--- src/rtl/dtcs_pkg.sv ---
package dtcs_pkg;

   // ****************************************
   // Timing
   // ****************************************
   localparam int unsigned CLK_HZ = 100_000_000; // System clock rate
   localparam int unsigned T_INTEG_MS = 60; // Integration per channel, ms
   localparam int unsigned T_CONV_MS = 125; // Whole two-channel conversion, ms
   localparam int unsigned T_RATE_MS = 250; // Free-running idle gap, ms
   localparam int unsigned INTEG_CYC = CLK_HZ / 1000 * T_INTEG_MS;
   // Settle share: what is left of the conversion time, split over both channels
   localparam int unsigned SETTLE_CYC = (CLK_HZ / 1000 * T_CONV_MS - 2 * INTEG_CYC) / 2;
   localparam int unsigned RATE_CYC = CLK_HZ / 1000 * T_RATE_MS;
   localparam int unsigned CNT_W = 26; // Holds the longest count above

   // ****************************************
   // Pin synchroniser layout
   // ****************************************
   localparam int unsigned PIN_W = 5;
   localparam int unsigned PIN_HW_STANDBY_PIN = 0; // Hardware standby pin, low = standby
   localparam int unsigned PIN_ADDR_LO = 1;
   localparam int unsigned PIN_ADDR_HI = 2;
   localparam int unsigned PIN_SCL = 3;
   localparam int unsigned PIN_SDA = 4;
   localparam logic [2:0] ADDR_FILL = 3'h4; // Cycles until sync pipe is primed

   // ****************************************
   // Reset values
   // ****************************************
   localparam logic [7:0] TEMP_RST = 8'h00;
   localparam logic [3:0] FLAGS_RST = 4'h0;

   // ****************************************
   // Sequencer states
   // ****************************************
   typedef enum logic [6:0] {
      S_IDLE  = 7'h01,
      S_SETL  = 7'h02,
      S_INTL  = 7'h04,
      S_SETR  = 7'h08,
      S_INTR  = 7'h10,
      S_LATCH = 7'h20,
      S_CMP   = 7'h40
   } dtcs_state_t;

endpackage : dtcs_pkg

--- src/rtl/dtcs_sync_if.sv ---
// ****************************************
// Raw pins in, filtered levels out
// ****************************************
interface dtcs_sync_if #(parameter int W = 5);
   logic [W-1:0] raw; // Asynchronous pin levels
   logic [W-1:0] clean; // Filtered levels on the system clock
   modport sync_side (input raw, output clean);
   modport user_side (output raw, input clean);
endinterface : dtcs_sync_if

--- src/rtl/dtcs_sync.sv ---
module dtcs_sync #(
   parameter int W = 5
) (
   // Clock and reset
   input wire logic clock,
   input wire logic rst,
   // Pins and filtered levels
   dtcs_sync_if.sync_side port
);

   // ****************************************
   // Three-stage synchroniser per pin
   // ****************************************
   genvar i;
   generate
      for (i = 0; i < W; i++) begin : g_bit
         logic s1_q; // Metastable stage, read only by s2
         logic s2_q;
         logic s3_q;
         logic clean_q; // Accepted level
         // A change counts once the second and third stage agree
         always_ff @(posedge clock) begin
            if (rst) begin
               s1_q <= 1'b0;
               s2_q <= 1'b0;
               s3_q <= 1'b0;
               clean_q <= 1'b0;
            end else begin
               s1_q <= port.raw[i];
               s2_q <= s1_q;
               s3_q <= s2_q;
               if (s2_q == s3_q) begin
                  clean_q <= s3_q;
               end
            end
         end
         assign port.clean[i] = clean_q;
      end
   endgenerate

endmodule : dtcs_sync

--- src/rtl/dtcs_sequencer.sv ---
// Operation
// - Standby pin low pauses, high runs
// - Standby keeps results and thresholds unchanged
// - Address pins sampled once after power-up
// - Open-drain alert output signals the host
// - Data line open-drain driven, also received
// - Each measurement is an 8-bit value
// - Results land in two registers, then compared
// - Each channel integrates about sixty milliseconds
// - Every started conversion covers both channels
// - Unused channel still measured regardless
// - Start command or free-run start converts both
// - Busy flag while conversion truly runs
// - Reads during conversion show previous results
// - Standby by pin low or halt bit
// - One-shot blocked by pin, allowed by halt
// - Standby mid-conversion aborts, discards new data
// - Full conversion takes nominally 125 ms
module dtcs_sequencer #(
   parameter int unsigned INTEG_CYC = dtcs_pkg::INTEG_CYC,
   parameter int unsigned SETTLE_CYC = dtcs_pkg::SETTLE_CYC,
   parameter int unsigned RATE_CYC = dtcs_pkg::RATE_CYC
) (
   // Clock and reset
   input wire logic clock,
   input wire logic rst,
   // Device pins
   input wire logic hw_standby_pin,
   input wire logic addr_select_lo_pin,
   input wire logic addr_select_hi_pin,
   input wire logic smb_clk_pin,
   input wire logic smb_data_in,
   output logic smb_data_out,
   output logic smb_data_oe,
   output logic alert_out,
   output logic alert_oe,
   // Serial engine side
   input wire logic tx_pull_low,
   output logic smb_clk_rise,
   output logic smb_clk_fall,
   output logic smb_data_level,
   output logic [1:0] bus_addr_sel,
   output logic addr_valid,
   // Commands and configuration
   input wire logic one_shot_cmd,
   input wire logic sw_halt,
   input wire logic alarm_clear,
   input wire logic [7:0] lim_local_hi,
   input wire logic [7:0] lim_local_lo,
   input wire logic [7:0] lim_remote_hi,
   input wire logic [7:0] lim_remote_lo,
   // Analog front end
   output logic adc_integrate,
   output logic adc_channel_remote,
   input wire logic [7:0] adc_code,
   // Status
   output logic [7:0] temp_local,
   output logic [7:0] temp_remote,
   output logic busy,
   output logic standby_active,
   output logic [3:0] alarm_flags,
   output logic conv_done
);

   // ****************************************
   // Pin synchronisers
   // ****************************************
   dtcs_sync_if #(.W(dtcs_pkg::PIN_W)) pins_if ();
   assign pins_if.raw = {smb_data_in, smb_clk_pin, addr_select_hi_pin,
                         addr_select_lo_pin, hw_standby_pin};

   dtcs_sync #(.W(dtcs_pkg::PIN_W)) u_sync (
      .clock(clock),
      .rst(rst),
      .port(pins_if.sync_side)
   );

   // ****************************************
   // Declarations
   // ****************************************
   dtcs_pkg::dtcs_state_t state_q, state_d; // Sequencer state
   logic [dtcs_pkg::CNT_W-1:0] cnt_q; // Phase and rate timer
   logic [7:0] scratch_local_q; // Local result awaiting latch
   logic [7:0] scratch_remote_q; // Remote result awaiting latch
   logic [7:0] temp_local_q, temp_remote_q; // Visible results
   logic [3:0] flags_q; // Sticky alarms: lh, ll, rh, rl
   logic busy_q, standby_q, done_q;
   logic integ_q, chan_q;
   logic scl_prev_q, sw_halt_prev_q;
   logic rise_q, fall_q, sda_lvl_q, sda_oe_q, alert_oe_q;
   logic [2:0] fill_q; // Cycles since reset release
   logic [1:0] addr_q;
   logic addr_valid_q;

   // ****************************************
   // Decoding
   // ****************************************
   wire hw_hw_standby_pin = ~pins_if.clean[dtcs_pkg::PIN_HW_STANDBY_PIN]; // Pin low = standby
   wire scl_lvl = pins_if.clean[dtcs_pkg::PIN_SCL];
   wire halt_rise = sw_halt & ~sw_halt_prev_q;
   wire standby_now = hw_hw_standby_pin | sw_halt; // Either source pauses
   wire st_idle = (state_q == dtcs_pkg::S_IDLE);
   wire st_intl = (state_q == dtcs_pkg::S_INTL);
   wire st_intr = (state_q == dtcs_pkg::S_INTR);
   wire st_latch = (state_q == dtcs_pkg::S_LATCH);
   wire st_cmp = (state_q == dtcs_pkg::S_CMP);
   wire running = ~st_idle & ~st_latch & ~st_cmp;
   // Only a fresh halt request aborts, so a one-shot under halt can finish
   wire abort = running & (hw_hw_standby_pin | halt_rise);
   wire [dtcs_pkg::CNT_W-1:0] settle_last = dtcs_pkg::CNT_W'(SETTLE_CYC - 1);
   wire [dtcs_pkg::CNT_W-1:0] integ_last = dtcs_pkg::CNT_W'(INTEG_CYC - 1);
   wire [dtcs_pkg::CNT_W-1:0] rate_last = dtcs_pkg::CNT_W'(RATE_CYC - 1);
   wire is_settle = (state_q == dtcs_pkg::S_SETL) | (state_q == dtcs_pkg::S_SETR);
   wire phase_end = (is_settle & (cnt_q == settle_last)) |
                    ((st_intl | st_intr) & (cnt_q == integ_last));
   wire rate_done = st_idle & (cnt_q >= rate_last);
   // Hardware standby blocks every start; halt blocks only free-running
   wire start_req = st_idle & ~hw_hw_standby_pin &
                    (one_shot_cmd | (~sw_halt & rate_done));
   // Signed compare of fresh results against stored thresholds
   wire [3:0] hits = {$signed(temp_local_q) > $signed(lim_local_hi),
                      $signed(temp_local_q) < $signed(lim_local_lo),
                      $signed(temp_remote_q) > $signed(lim_remote_hi),
                      $signed(temp_remote_q) < $signed(lim_remote_lo)};
   // Set wins over a clear arriving in the same cycle
   wire [3:0] flags_d = (flags_q & ~{4{alarm_clear}}) | (st_cmp ? hits : 4'h0);

   // ****************************************
   // Next state
   // ****************************************
   always_comb begin
      state_d = state_q;
      case (state_q)
         dtcs_pkg::S_IDLE: begin
            if (start_req) begin
               state_d = dtcs_pkg::S_SETL; // Always local then remote
            end
         end
         dtcs_pkg::S_SETL: begin
            if (phase_end) begin
               state_d = dtcs_pkg::S_INTL;
            end
         end
         dtcs_pkg::S_INTL: begin
            if (phase_end) begin
               state_d = dtcs_pkg::S_SETR; // Remote follows even if unused
            end
         end
         dtcs_pkg::S_SETR: begin
            if (phase_end) begin
               state_d = dtcs_pkg::S_INTR;
            end
         end
         dtcs_pkg::S_INTR: begin
            if (phase_end) begin
               state_d = dtcs_pkg::S_LATCH;
            end
         end
         dtcs_pkg::S_LATCH: begin
            state_d = dtcs_pkg::S_CMP; // Both results written together
         end
         dtcs_pkg::S_CMP: begin
            state_d = dtcs_pkg::S_IDLE;
         end
         default: begin
            state_d = dtcs_pkg::S_IDLE;
         end
      endcase
      if (abort) begin
         state_d = dtcs_pkg::S_IDLE; // Truncate, scratch is dropped
      end
   end

   // ****************************************
   // Sequencer registers
   // ****************************************
   // State and timer; timer restarts on every change of state
   always_ff @(posedge clock) begin
      if (rst) begin
         state_q <= dtcs_pkg::S_IDLE;
         cnt_q <= '0;
      end else begin
         state_q <= state_d;
         cnt_q <= (state_d != state_q) ? '0 :
                  (rate_done ? cnt_q : cnt_q + dtcs_pkg::CNT_W'(1));
      end
   end

   // Capture each 8-bit code at the end of its integration
   always_ff @(posedge clock) begin
      if (rst) begin
         scratch_local_q <= dtcs_pkg::TEMP_RST;
         scratch_remote_q <= dtcs_pkg::TEMP_RST;
      end else begin
         if (st_intl & phase_end) begin
            scratch_local_q <= adc_code;
         end
         if (st_intr & phase_end) begin
            scratch_remote_q <= adc_code;
         end
      end
   end

   // Visible results change only here, so older data stays readable
   always_ff @(posedge clock) begin
      if (rst) begin
         temp_local_q <= dtcs_pkg::TEMP_RST;
         temp_remote_q <= dtcs_pkg::TEMP_RST;
      end else if (st_latch) begin
         temp_local_q <= scratch_local_q;
         temp_remote_q <= scratch_remote_q;
      end
   end

   // Status and front-end controls; busy and front-end from the next state, done from the current state
   always_ff @(posedge clock) begin
      if (rst) begin
         busy_q <= 1'b0;
         integ_q <= 1'b0;
         chan_q <= 1'b0;
         done_q <= 1'b0;
         standby_q <= 1'b0;
         flags_q <= dtcs_pkg::FLAGS_RST;
         alert_oe_q <= 1'b0;
      end else begin
         // Busy drops once both results are latched, or on an abort with nothing latched
         busy_q <= (state_d != dtcs_pkg::S_IDLE) & (state_d != dtcs_pkg::S_CMP);
         integ_q <= (state_d == dtcs_pkg::S_INTL) | (state_d == dtcs_pkg::S_INTR);
         chan_q <= (state_d == dtcs_pkg::S_SETR) | (state_d == dtcs_pkg::S_INTR);
         done_q <= st_cmp;
         standby_q <= standby_now;
         flags_q <= flags_d;
         alert_oe_q <= |flags_d; // Pull the alert line low on any alarm
      end
   end

   // ****************************************
   // Serial pins
   // ****************************************
   // Clock edges found by sampling, never used as a clock
   always_ff @(posedge clock) begin
      if (rst) begin
         scl_prev_q <= 1'b1;
         sw_halt_prev_q <= 1'b0;
         rise_q <= 1'b0;
         fall_q <= 1'b0;
         sda_lvl_q <= 1'b1;
         sda_oe_q <= 1'b0;
      end else begin
         scl_prev_q <= scl_lvl;
         sw_halt_prev_q <= sw_halt;
         rise_q <= addr_valid_q & scl_lvl & ~scl_prev_q; // Quiet until filter primed
         fall_q <= addr_valid_q & ~scl_lvl & scl_prev_q; // No false edge after reset
         sda_lvl_q <= pins_if.clean[dtcs_pkg::PIN_SDA] | ~addr_valid_q; // Receive path
         sda_oe_q <= tx_pull_low; // Only ever pulls low or releases
      end
   end

   // Address straps caught once, after the sync pipe has filled
   always_ff @(posedge clock) begin
      if (rst) begin
         fill_q <= 3'h0;
         addr_q <= 2'h0;
         addr_valid_q <= 1'b0;
      end else if (!addr_valid_q) begin
         fill_q <= fill_q + 3'h1;
         if (fill_q == dtcs_pkg::ADDR_FILL) begin
            addr_q <= {pins_if.clean[dtcs_pkg::PIN_ADDR_HI],
                       pins_if.clean[dtcs_pkg::PIN_ADDR_LO]};
            addr_valid_q <= 1'b1;
         end
      end
   end

   // ****************************************
   // Outputs
   // ****************************************
   assign smb_data_out = 1'b0; // Open-drain: data level is always low
   assign alert_out = 1'b0;
   assign smb_data_oe = sda_oe_q;
   assign alert_oe = alert_oe_q;
   assign smb_clk_rise = rise_q;
   assign smb_clk_fall = fall_q;
   assign smb_data_level = sda_lvl_q;
   assign bus_addr_sel = addr_q;
   assign addr_valid = addr_valid_q;
   assign adc_integrate = integ_q;
   assign adc_channel_remote = chan_q;
   assign temp_local = temp_local_q;
   assign temp_remote = temp_remote_q;
   assign busy = busy_q;
   assign standby_active = standby_q;
   assign alarm_flags = flags_q;
   assign conv_done = done_q;
endmodule : dtcs_sequencer

--- config.mk ---
export PLATFORM = sky130hd
export DESIGN_NAME = dtcs_sequencer
export DESIGN_NICKNAME = d
export VERILOG_FILES = /design/src/rtl/dtcs_pkg.sv /design/src/rtl/dtcs_sync_if.sv /design/src/rtl/dtcs_sync.sv /design/src/rtl/dtcs_sequencer.sv
export SDC_FILE = /design/constraint.sdc
export NUM_CORES = 1
export LEC_CHECK = 0
export BUFFER_PORTS_ARGS = -buffer_cell sky130_fd_sc_hd__buf_4
export CAP_MARGIN = 0
export CORE_UTILIZATION = 30
export DETAILED_ROUTE_END_ITERATION = 8
export HOLD_SLACK_MARGIN = 0.15
export SYNTH_ARGS = -nofsm -noshare
export SYNTH_HDL_FRONTEND = slang
export SYNTH_SLANG_ARGS = --single-unit
--- constraint.sdc ---
create_clock -name clock -period 3 [get_ports clock]
set_clock_uncertainty 0.05 [all_clocks]
set_input_delay 0.3 -clock clock [delete_from_list [all_inputs] [get_ports clock]]
set_output_delay 0.3 -clock clock [all_outputs]
set_load 0.01 [all_outputs]
# Word level (Yosys, flattened, before mapping)

Cells that the tools add are included.

Register bits after elaboration: 107
Bits of input ports: 51

Add/subtract/negate cells: 2
Magnitude comparators: 5
Equality and inequality tests: 21
Muxes and demuxes: 10
Bitwise operators: 38
Reductions and logical operators: 3

Operator list:

| cell                                                  | count |
|---|---|
| two-way mux 7 bit                                     | 6 |
| one-hot mux 7 bit (6 select lines)                    | 1 |
| adder 26 x 1 -> 26 bit, second input constant         | 1 |
| == test 26 x 18 -> 1 bit, second input constant       | 1 |
| == test 26 x 23 -> 1 bit, second input constant       | 1 |
| >= comparator 26 x 25 -> 1 bit, second input constant | 1 |
| bitwise AND 1 bit                                     | 17 |
| > comparator 8 bit                                    | 2 |
| less-than comparator 8 bit                            | 2 |
| == test 7 x 3 -> 1 bit, second input constant         | 2 |
| == test 7 x 4 -> 1 bit, second input constant         | 2 |
| == test 7 x 5 -> 1 bit, second input constant         | 2 |
| NOT 1 bit                                             | 9 |
| bitwise OR 1 bit                                      | 9 |
| == test 7 x 1 -> 1 bit, second input constant         | 1 |
| == test 7 x 2 -> 1 bit, second input constant         | 1 |
| == test 7 x 6 -> 1 bit, second input constant         | 1 |
| == test 7 bit, second input constant                  | 1 |
| inequality test 7 x 1 -> 1 bit, second input constant | 1 |
| inequality test 7 bit                                 | 1 |
| inequality test 7 bit, second input constant          | 1 |
| == test 1 bit                                         | 5 |
| bitwise AND 4 bit                                     | 1 |
| two-way mux 4 bit                                     | 1 |
| other kinds (8)                                       | 9 |

# Longest topological paths before layout

Gate-level depths: netlist of run 1.

Depth in word-level cells: 10
Mapped depth: 12

# Cells and area by module

Synthesis of run 1 repeated with hierarchy kept, for this count alone.

Cells, all modules: 612
Area total of the unflattened synthesis: 5785.5 um^2

Modules (own cells, without submodules):

| module         | instances | cells an instance | area an instance (um^2) | sequential area each (um^2) |
|---|---|---|---|---|
| dtcs_sequencer | 1         | 555               | 5096.1                  | 1741.7 |
| dtcs_sync      | 1         | 57                | 689.4                   | 400.4 |

# Worst setup path after synthesis of run 1

OpenSTA, ideal clock, no wires.

Path kind: flip-flop to flip-flop
Start point: register cnt_q[12] (netlist bit)
End point: register chan_q, in the netlist adc_channel_remote
Library setup time: 0.120 ns
Data arrival time: 2.252 ns
Path slack: 0.578 ns
Cell stages (with the launch flop): 9
Buffers on the path: 1
Period minus slack after synthesis: 2.422 ns
Cells stage by stage: dfxtp_1 -> buf_2 -> or4_1 -> or4_1 -> o22ai_2 -> a21boi_1 -> nand2b_1 -> o221a_2 -> or2_1

Longest elaborated chain between the ends: 10
Elaborated cells on any way between the ends: 20
Classes of those cells: order compare: 1; eq/ne: 4; mux: 7; bitwise: 8

Ends and longest elaborated chain:

| element                                                                 | line                  | source |
|---|---|---|
| from (decl)                                                             | dtcs_sequencer.sv:82  | `logic [dtcs_pkg::CNT_W-1:0] cnt_q;` |
| from (signal assigned)                                                  | dtcs_sequencer.sv:184 | `cnt_q <= (state_d != state_q) ? '0 :` |
| >= comparator 26 x 25 -> 1 bit                                          | dtcs_sequencer.sv:116 | `wire rate_done = st_idle & (cnt_q >= rate_last);` |
| bitwise AND 1 bit                                                       | dtcs_sequencer.sv:116 |  |
| bitwise AND 1 bit                                                       | dtcs_sequencer.sv:119 | `(one_shot_cmd \| (~sw_halt & rate_done));` |
| bitwise OR 1 bit                                                        | dtcs_sequencer.sv:119 |  |
| bitwise AND 1 bit                                                       | dtcs_sequencer.sv:118 | `wire start_req = st_idle & ~hw_hw_standby_pin &` |
| two-way mux 7 bit                                                       | dtcs_sequencer.sv:135 | `if (start_req) begin` |
| one-hot mux 7 bit (6 select lines) *                                    | dtcs_sequencer.sv:133 | `case (state_q)` |
| two-way mux 7 bit *                                                     | dtcs_sequencer.sv:169 | `if (abort) begin` |
| == test 7 x 4 -> 1 bit / == test 7 x 5 -> 1 bit (equally long branches) | dtcs_sequencer.sv:229 | `chan_q <= (state_d == dtcs_pkg::S_SETR) \| (state_d == dtcs_pkg::S_INTR);` |
| bitwise OR 1 bit *                                                      | dtcs_sequencer.sv:229 |  |
| to (signal assigned)                                                    | dtcs_sequencer.sv:229 |  |
| to (decl)                                                               | dtcs_sequencer.sv:88  | `logic integ_q, chan_q;` |

Mark *: on every way between the ends. The rest lies on a longest branch, timed or not.
A chain may end at the register's enable or synchronous reset.

# Final worst setup path of run 1

Start point: register cnt_q[6] (netlist bit)
End point: register cnt_q[10] (netlist bit)

Longest elaborated chain between the ends: 10
Elaborated cells on any way between the ends: 20
Classes of those cells: add/sub: 1; order compare: 1; eq/ne: 3; mux: 7; bitwise: 7; reduce/logical: 1

Ends and longest elaborated chain:

| element                             | line |
|---|---|
| >= comparator 26 x 25 -> 1 bit      | dtcs_sequencer.sv:116 |
| bitwise AND 1 bit                   | dtcs_sequencer.sv:116 |
| bitwise AND 1 bit                   | dtcs_sequencer.sv:119 |
| bitwise OR 1 bit                    | dtcs_sequencer.sv:119 |
| bitwise AND 1 bit                   | dtcs_sequencer.sv:118 |
| two-way mux 7 bit                   | dtcs_sequencer.sv:135 |
| one-hot mux 7 bit (6 select lines)  | dtcs_sequencer.sv:133 |
| two-way mux 7 bit                   | dtcs_sequencer.sv:169 |
| inequality test 7 bit               | dtcs_sequencer.sv:184 |
| OR reduction 2 bit (no source line) | n/a |

Parallel ways exist; a longest one is shown, timed or not.

==> results by group, run 1 <==
Logic synthesis
  • Synth Flop Type: dfxtp_1
  • Syn_area_per_cell: 8.53 sq um
  • Register area share after synthesis: 40.7%
  • Synth Instances: 617
  • Number of synthesized flops with an enable pin: 0
  • Mapped cell area: 5260 sq um
  • Yosys reg bits: 107
  • Number of distinct library cells after synthesis: 61
  • Asr flop ratio synth: 0%
  • Yosys warnings: 0

Place
  • GPL Wtd Cong: 0.807
  • Pre-CTS WS: 303 ps
  • Port Buffers: 83
  • DP HPWL: 8.47 mm

GRT
  • Total gr overflow: 0
  • GR Util All Layers: 13.5%
  • Via count of the first global-routing pass: 3933
  • Initial antenna violation count: 0
  • First-pass GRT wire length: 19.5 mm
  • Pin count of the biggest net entering global routing: 75

Setup path
  • CP Launch Type: register
  • Crit-path cells: or4_1 > a211o_1 > o211ai_1 > a21o_1 > nand4_1 > xnor2_1 > nor2b_1
  • Critical path data arrival time: 2920 ps
  • R2R Setup Slk: 270 ps
  • Crit Path Max Fanout: 26
  • CP Capture Type: register
  • Critical path's largest stage delay: 710 ps
  • Setup CP Type: register to register
  • Reg2Reg Launch Point: cnt_q[6]
  • R2R Path End: cnt_q[10]
  • Slowest-stage cell, CP: a21o_1
  • Worst R2R Path Depth: 7
  • Critical path required time: 3190 ps

Routing
  • Antenna viol nets, final: 0
  • Vias/cell: 4.69
  • # DRC: 0
  • Post-Route WL: 11.8 mm
  • Drt wl/cell: 12.8 microns
  • Initial detailed-routing violation count: 288
  • Vias: 4328
  • DRT Pass-1 Iters: 5

Clocking
  • Postcts setup bufs: 0
  • CTS Buf Count: 9
  • Clock sinks: 107
  • Root buf cell: clkbuf_16
  • Max Buffers Root-to-Sink: 2
  • CTS H-tree depth: 3
  • CTS tree: built
  • Worst-Skew Late Latency: 350 ps
  • Clock slew at reported path FFs: 70 ps
  • CTS-repair resized insts: 0

Floorplanning
  • Row count: 48
  • Initial core utilization: 30.5%
  • Die Footprint: 18100 sq um
  • Num ports: 86
  • Die Span Y: 134 microns
  • Die width: 134 microns
  • Core area: 17200 sq um

STA
  • Fin crit share: 91.0%
  • Slew margin rel.: 44.4%
  • Setup Total Neg Slack: 0 ps
  • Finish-stage setup viols: 0
  • RSZ-0062 raised after global routing: false
  • Fmax: 366 MHz
  • Final hold slack: 167 ps
  • Measured slew at the worst slew-check pin: 834 ps
  • Fin crit period: 2730 ps
  • Max-slew violation count: 0
  • Worst setup margin: 271 ps
  • Final hold vios: 0

Finish
  • Layout overhead on the synthesized area: 22.2%
  • # nets final: 777
  • Ant. Diodes: 0
  • Most frequent cells in the layout: dfxtp_1 (107), buf_4 (89), nor2_1 (74)
  • Commonest non-fill, non-tap cell in the layout: dfxtp_1
  • Share of layout cells above drive strength 1: 16.2%
  • Util after Layout: 37.3%

Run status
  • Status: complete, no violations

Hold path
  • Hold path cells: 3
  • Worst Min Path Start: adc_code[0]
  • Min-Delay Path Class: input pin to register
  • Hold EP: scratch_local_q[0]

Pwr
  • Worst vdd ir: 0.336 mV
  • PwrDens: 424 nW/um^2
  • P_leak: 2.79 nW

Run
  • Maxcap violations: 0
-- synthesized netlist by cell type (all sizes together), types with 2 or more instances --
library cell / instances / area share (%)
a211o: 4 / 0.67
a211oi: 3 / 0.43
a21boi: 4 / 0.57
a21o: 4 / 0.57
a21oi: 36 / 3.5
a22oi: 2 / 0.29
and2: 4 / 0.48
and3: 11 / 1.3
buf: 17 / 2.2
clkbuf: 21 / 1.5
dfxtp: 107 / 41
ha: 33 / 7.8
inv: 43 / 3.1
mux2i: 20 / 3.8
nand2: 53 / 3.8
nand2b: 3 / 0.36
nand3: 13 / 1.2
nand3b: 4 / 0.57
nand4: 23 / 2.7
nand4b: 2 / 0.33
nor2: 74 / 5.3
nor2b: 27 / 3.2
nor3: 10 / 0.95
nor4: 7 / 0.83
nor4b: 3 / 0.50
nor4bb: 4 / 0.76
o2111ai: 2 / 0.33
o211ai: 5 / 0.71
o21ai: 17 / 1.6
o221ai: 2 / 0.45
o22ai: 3 / 0.48
or2: 4 / 0.48
or3: 2 / 0.24
or3b: 2 / 0.33
or4: 3 / 0.43
xnor2: 9 / 1.5
xor2: 21 / 3.5
-- worst max-delay path by stage --
stage	start	endpoint	slack (ps)	cells after the start
2_1_floorplan	cnt_q[12]	adc_channel_remote	580	8
3_3_place_gp	cnt_q[6]	cnt_q[10]	310	7
3_5_place_dp	cnt_q[6]	cnt_q[10]	300	7
4_1_cts	cnt_q[6]	cnt_q[10]	290	7
5_1_grt	cnt_q[6]	cnt_q[10]	70	7
6_report	cnt_q[6]	cnt_q[10]	270	7
-- layer usage --
metal / up-vias / wire length (microns) / track usage (%)
met5: - / 0 / 0
met4: 0 / 140 / 4.49
met3: 8 / 434 / 2.89
met2: 88 / 5330 / 21.0
met1: 1964 / 5930 / 18.6
li1: 2268 / - / -
-- registers in the layout, indices dropped and copies added (netlist names), 2 cells and up --
| name | flops |
|---|---|
| state_q | 7 |
| temp_remote | 8 |
| u_sync.g_bit.s2_q | 5 |
| scratch_local_q | 8 |
| u_sync.g_bit.clean_q | 5 |
| u_sync.g_bit.s3_q | 5 |
| temp_local | 8 |
| alarm_flags | 4 |
| cnt_q | 26 |
| scratch_remote_q | 8 |
| fill_q | 3 |
| u_sync.g_bit.s1_q | 5 |
| bus_addr_sel | 2 |
-- layout make-up --
type | count | area [sq um]
repair buffers | 102 | 808
inverters | 43 | 161
well taps | 225 | 282
multi-input cells | 430 | 2770
clock buffers | 11 | 233
clock inverters | 5 | 38.8
flip-flops and latches | 107 | 2140
fillers | 1793 | 10800
-- cells by family after synthesis --
| kind of cell | count (synthesis) | share of synthesized area, % |
|---|---|---|
| compound gates | 90 | 11.0 |
| xor+xnor | 30 | 4.99 |
| fa+ha+maj | 33 | 7.84 |
| buf+inv | 81 | 6.75 |
| flops | 107 | 40.7 |
| mux | 21 | 4.02 |
| other cells | 1 | 0.0712 |
| simple gates | 254 | 24.6 |
-- per-stage QoR --
stage	std cells	power (mW)	area, sq um
detailed placement	895	1.65	6040
CTS	923	2.78	6430
global route	923	2.86	6430
floorplan	618	1.58	5270
finish	923	2.73	6430
global placement	895	1.65	6040
-- critical path: cells and delay by family (launching register included) --
family | cells | cell delay, ps
AOI/OAI and AO/OA | 3 | 1130
and+or+nand+nor | 3 | 870
DFF | 1 | 400
xor gates and xnor gates | 1 | 170
-- timing repair --
action	in CTS	in global routing
endpoints found under the hold margin	17	0
endpoints found under the setup margin	0	0
hold buffers	12	0
-- power by group --
part           switching, mW  total, mW  internal, mW
combinational         0.0767      0.174        0.0977
sequential            0.0146       1.46          1.44
clock                  0.532       1.10         0.568
total                  0.623       2.73          2.11
(Power assumes the default switching activity.)
==> inputs of run 2 (changes only) <==
Settings changed: CORE_ASPECT_RATIO set to 1.5.
==> run 2 against run 1 <==
Net effect:
- first-iteration DRC count fell by 8.0%
- utilization is 0.088 points lower
- critical path depth grew 1
- final cell count decreased by 1.2%
- via count up 1.7%
- non-clock buffer count rose by 2
- die area about the same
- cell area barely moved
- worst hold slack got worse by 6.5 ps
- critical path type unchanged
==> results by group, run 2 (synthesized netlist as in run 1, its figures left out) <==
Place
  • DP HPWL: 9.15 mm (+8.0%)
  • GPL Wtd Cong: 0.849 (+5.2%)
  • Port Buffers: 83 (unchanged)

Setup path
  • R2R Setup Slk: 360 ps (+80 ps)
  • Reg2Reg Launch Point: cnt_q[24]
  • CP Launch Type: register
  • R2R Path End: cnt_q[7]
  • Critical path data arrival time: 2820 ps (-100 ps)
  • Worst R2R Path Depth: 8 (+1)
  • Setup CP Type: register to register
  • Crit Path Max Fanout: 26 (unchanged)
  • CP Capture Type: register
  • Critical path required time: 3170 ps (-20 ps)

Finish
  • Util after Layout: 37.2% (-0.088 points)
  • Commonest non-fill, non-tap cell in the layout: dfxtp_1
  • Layout overhead on the synthesized area: 22.2% (about the same)
  • Largest reg by FF count: cnt_q
  • Most frequent cells in the layout: dfxtp_1 (107), buf_4 (92), nor2_1 (74)
  • Number of flip-flops in the largest register: 26 (unchanged)
  • # nets final: 779 (+0.26%)
  • Ant. Diodes: 0 (unchanged)
  • Multi-input logic area: 2770 sq um (unchanged)
  • Reg area: 2140 sq um (unchanged)
  • Share of layout cells above drive strength 1: 16.6% (+0.41 points)
  • FILL cells: 1855 (+3.5%)

STA
  • Max-slew violation count: 0 (unchanged)
  • Measured slew at the worst slew-check pin: 714 ps (-120 ps)
  • Slew margin rel.: 52.4% (+8.0 points)
  • RSZ-0062 raised after global routing: false
  • Fmax: 378 MHz (+3.2%)
  • Setup Total Neg Slack: 0 ps (unchanged)
  • Fin crit share: 88.1% (-2.8 points)
  • Final hold vios: 0 (unchanged)
  • Finish-stage setup viols: 0 (unchanged)
  • Fin crit period: 2640 ps (-84.8 ps)

Floorplanning
  • Row count: 59 (+23%)
  • Die Span Y: 164 microns (+22%)
  • Die width: 110 microns (-18%)
  • Num ports: 86 (unchanged)
  • Die Footprint: 18100 sq um (about the same)
  • Initial core utilization: 30.5% (-0.066 points)
  • Core area: 17300 sq um (+0.22%)

Clocking
  • Clock slew at reported path FFs: 80 ps (about the same)
  • Root buf cell: clkbuf_16
  • CTS tree: built
  • CTS H-tree depth: 3 (unchanged)
  • Worst-Skew Late Latency: 350 ps (about the same)
  • CTS Buf Count: 9 (unchanged)
  • Clock sinks: 107 (unchanged)
  • Max Buffers Root-to-Sink: 2 (unchanged)

Pwr
  • Worst vdd ir: 0.291 mV (-13%)
  • P_leak: 2.81 nW (+0.53%)
  • PwrDens: 428 nW/um^2 (+0.74%)

GRT
  • Pin count of the biggest net entering global routing: 75 (unchanged)
  • Via count of the first global-routing pass: 4106 (+4.4%)
  • GR Util All Layers: 13.9% (+0.38 points)
  • First-pass GRT wire length: 19.7 mm (+0.99%)
  • Initial antenna violation count: 0 (unchanged)
  • Total gr overflow: 0 (unchanged)

Run status
  • Status: complete, no violations

Hold path
  • Min-Delay Path Class: input pin to register
  • Hold EP: scratch_local_q[6]
  • Hold path cells: 3 (unchanged)
  • Worst Min Path Start: adc_code[6]

Routing
  • Antenna viol nets, final: 0 (unchanged)
  • Vias/cell: 4.83 (+2.9%)
  • Post-Route WL: 12.0 mm (+1.3%)
  • Vias: 4401 (+1.7%)
  • Drt wl/cell: 13.2 microns (+2.6%)
  • # DRC: 0 (unchanged)
  • DRT Pass-1 Iters: 4 (-1)
  • Initial detailed-routing violation count: 265 (-8.0%)

Run
  • Maxcap violations: 0 (unchanged)
-- run 2: cell count changes in the layout (fill, tap and decap cells not counted) --
cell,before,now
buf_4,89,92
clkbuf_1,2,0
inv_8,0,2
buf_12,1,0
clkinv_2,1,0
clkinv_4,2,3
clkinvlp_4,1,0
-- run 2: critical path, cell delays in order (launching register included) --
cell      delay [ps]
dfxtp_1          420
or4b_2           610
o41ai_1          290
o211ai_1         190
o221ai_2         260
nand4_1          130
or3b_1           190
buf_4            270
nor2_1           100
-- run 2: cell type report --
type / count / area share (%)
multi-input cells: 430 / 43.1
inverters: 43 / 2.51
clock inverters: 6 / 0.895
repair buffers: 104 / 12.6
clock buffers: 9 / 3.50
flip-flops and latches: 107 / 33.3
well taps: 213 / 4.14
-- run 2: stage by stage --
stage                     instance area, sq um  cells  hold slack [ps]  setup slack, ps  total power [mW]
after CTS                                 6430    912              154              331              2.79
after global routing                      6430    912              181              147              2.88
after global placement                    6030    885              345              435              1.65
after floorplan                           5270    618              340              578              1.58
after detailed placement                  6030    885              351              364              1.65
final                                     6430    912              160              356              2.75
-- run 2: report_power, final --
| group | switching, mW | internal [mW] | leakage, nW |
|---|---|---|---|
| clock network | 0.544 | 0.578 | 0.140 |
| logic | 0.0765 | 0.0957 | 1.80 |
| registers | 0.0154 | 1.44 | 0.867 |
| total | 0.636 | 2.12 | 2.81 |
-- run 2: per-layer routing --
layer,vias to the layer above,routed length (microns),GRT usage [%]
met4,0,384,6.76
met3,23,486,2.86
met5,-,0,0
met2,87,6290,24.7
li1,2263,-,-
met1,2028,4830,15.5
-- run 2: worst max path at each step --
stage	depth (start not counted)	slack, ps	startpoint	end
floorplan	8	580	cnt_q[12]	adc_channel_remote
global placement	8	430	cnt_q[15]	cnt_q[8]
detailed placement	8	360	cnt_q[24]	cnt_q[7]
CTS	8	330	cnt_q[24]	cnt_q[7]
global route	8	150	cnt_q[24]	cnt_q[0]
finish	8	360	cnt_q[24]	cnt_q[7]
-- run 2: what timing repair did --
| action | CTS | global route |
|---|---|---|
| hold buffers | 12 | 0 |
| resized for setup | 0 | 0 |
| buffers inserted | 0 | 0 |
| hold endpoints to repair | 14 | 0 |
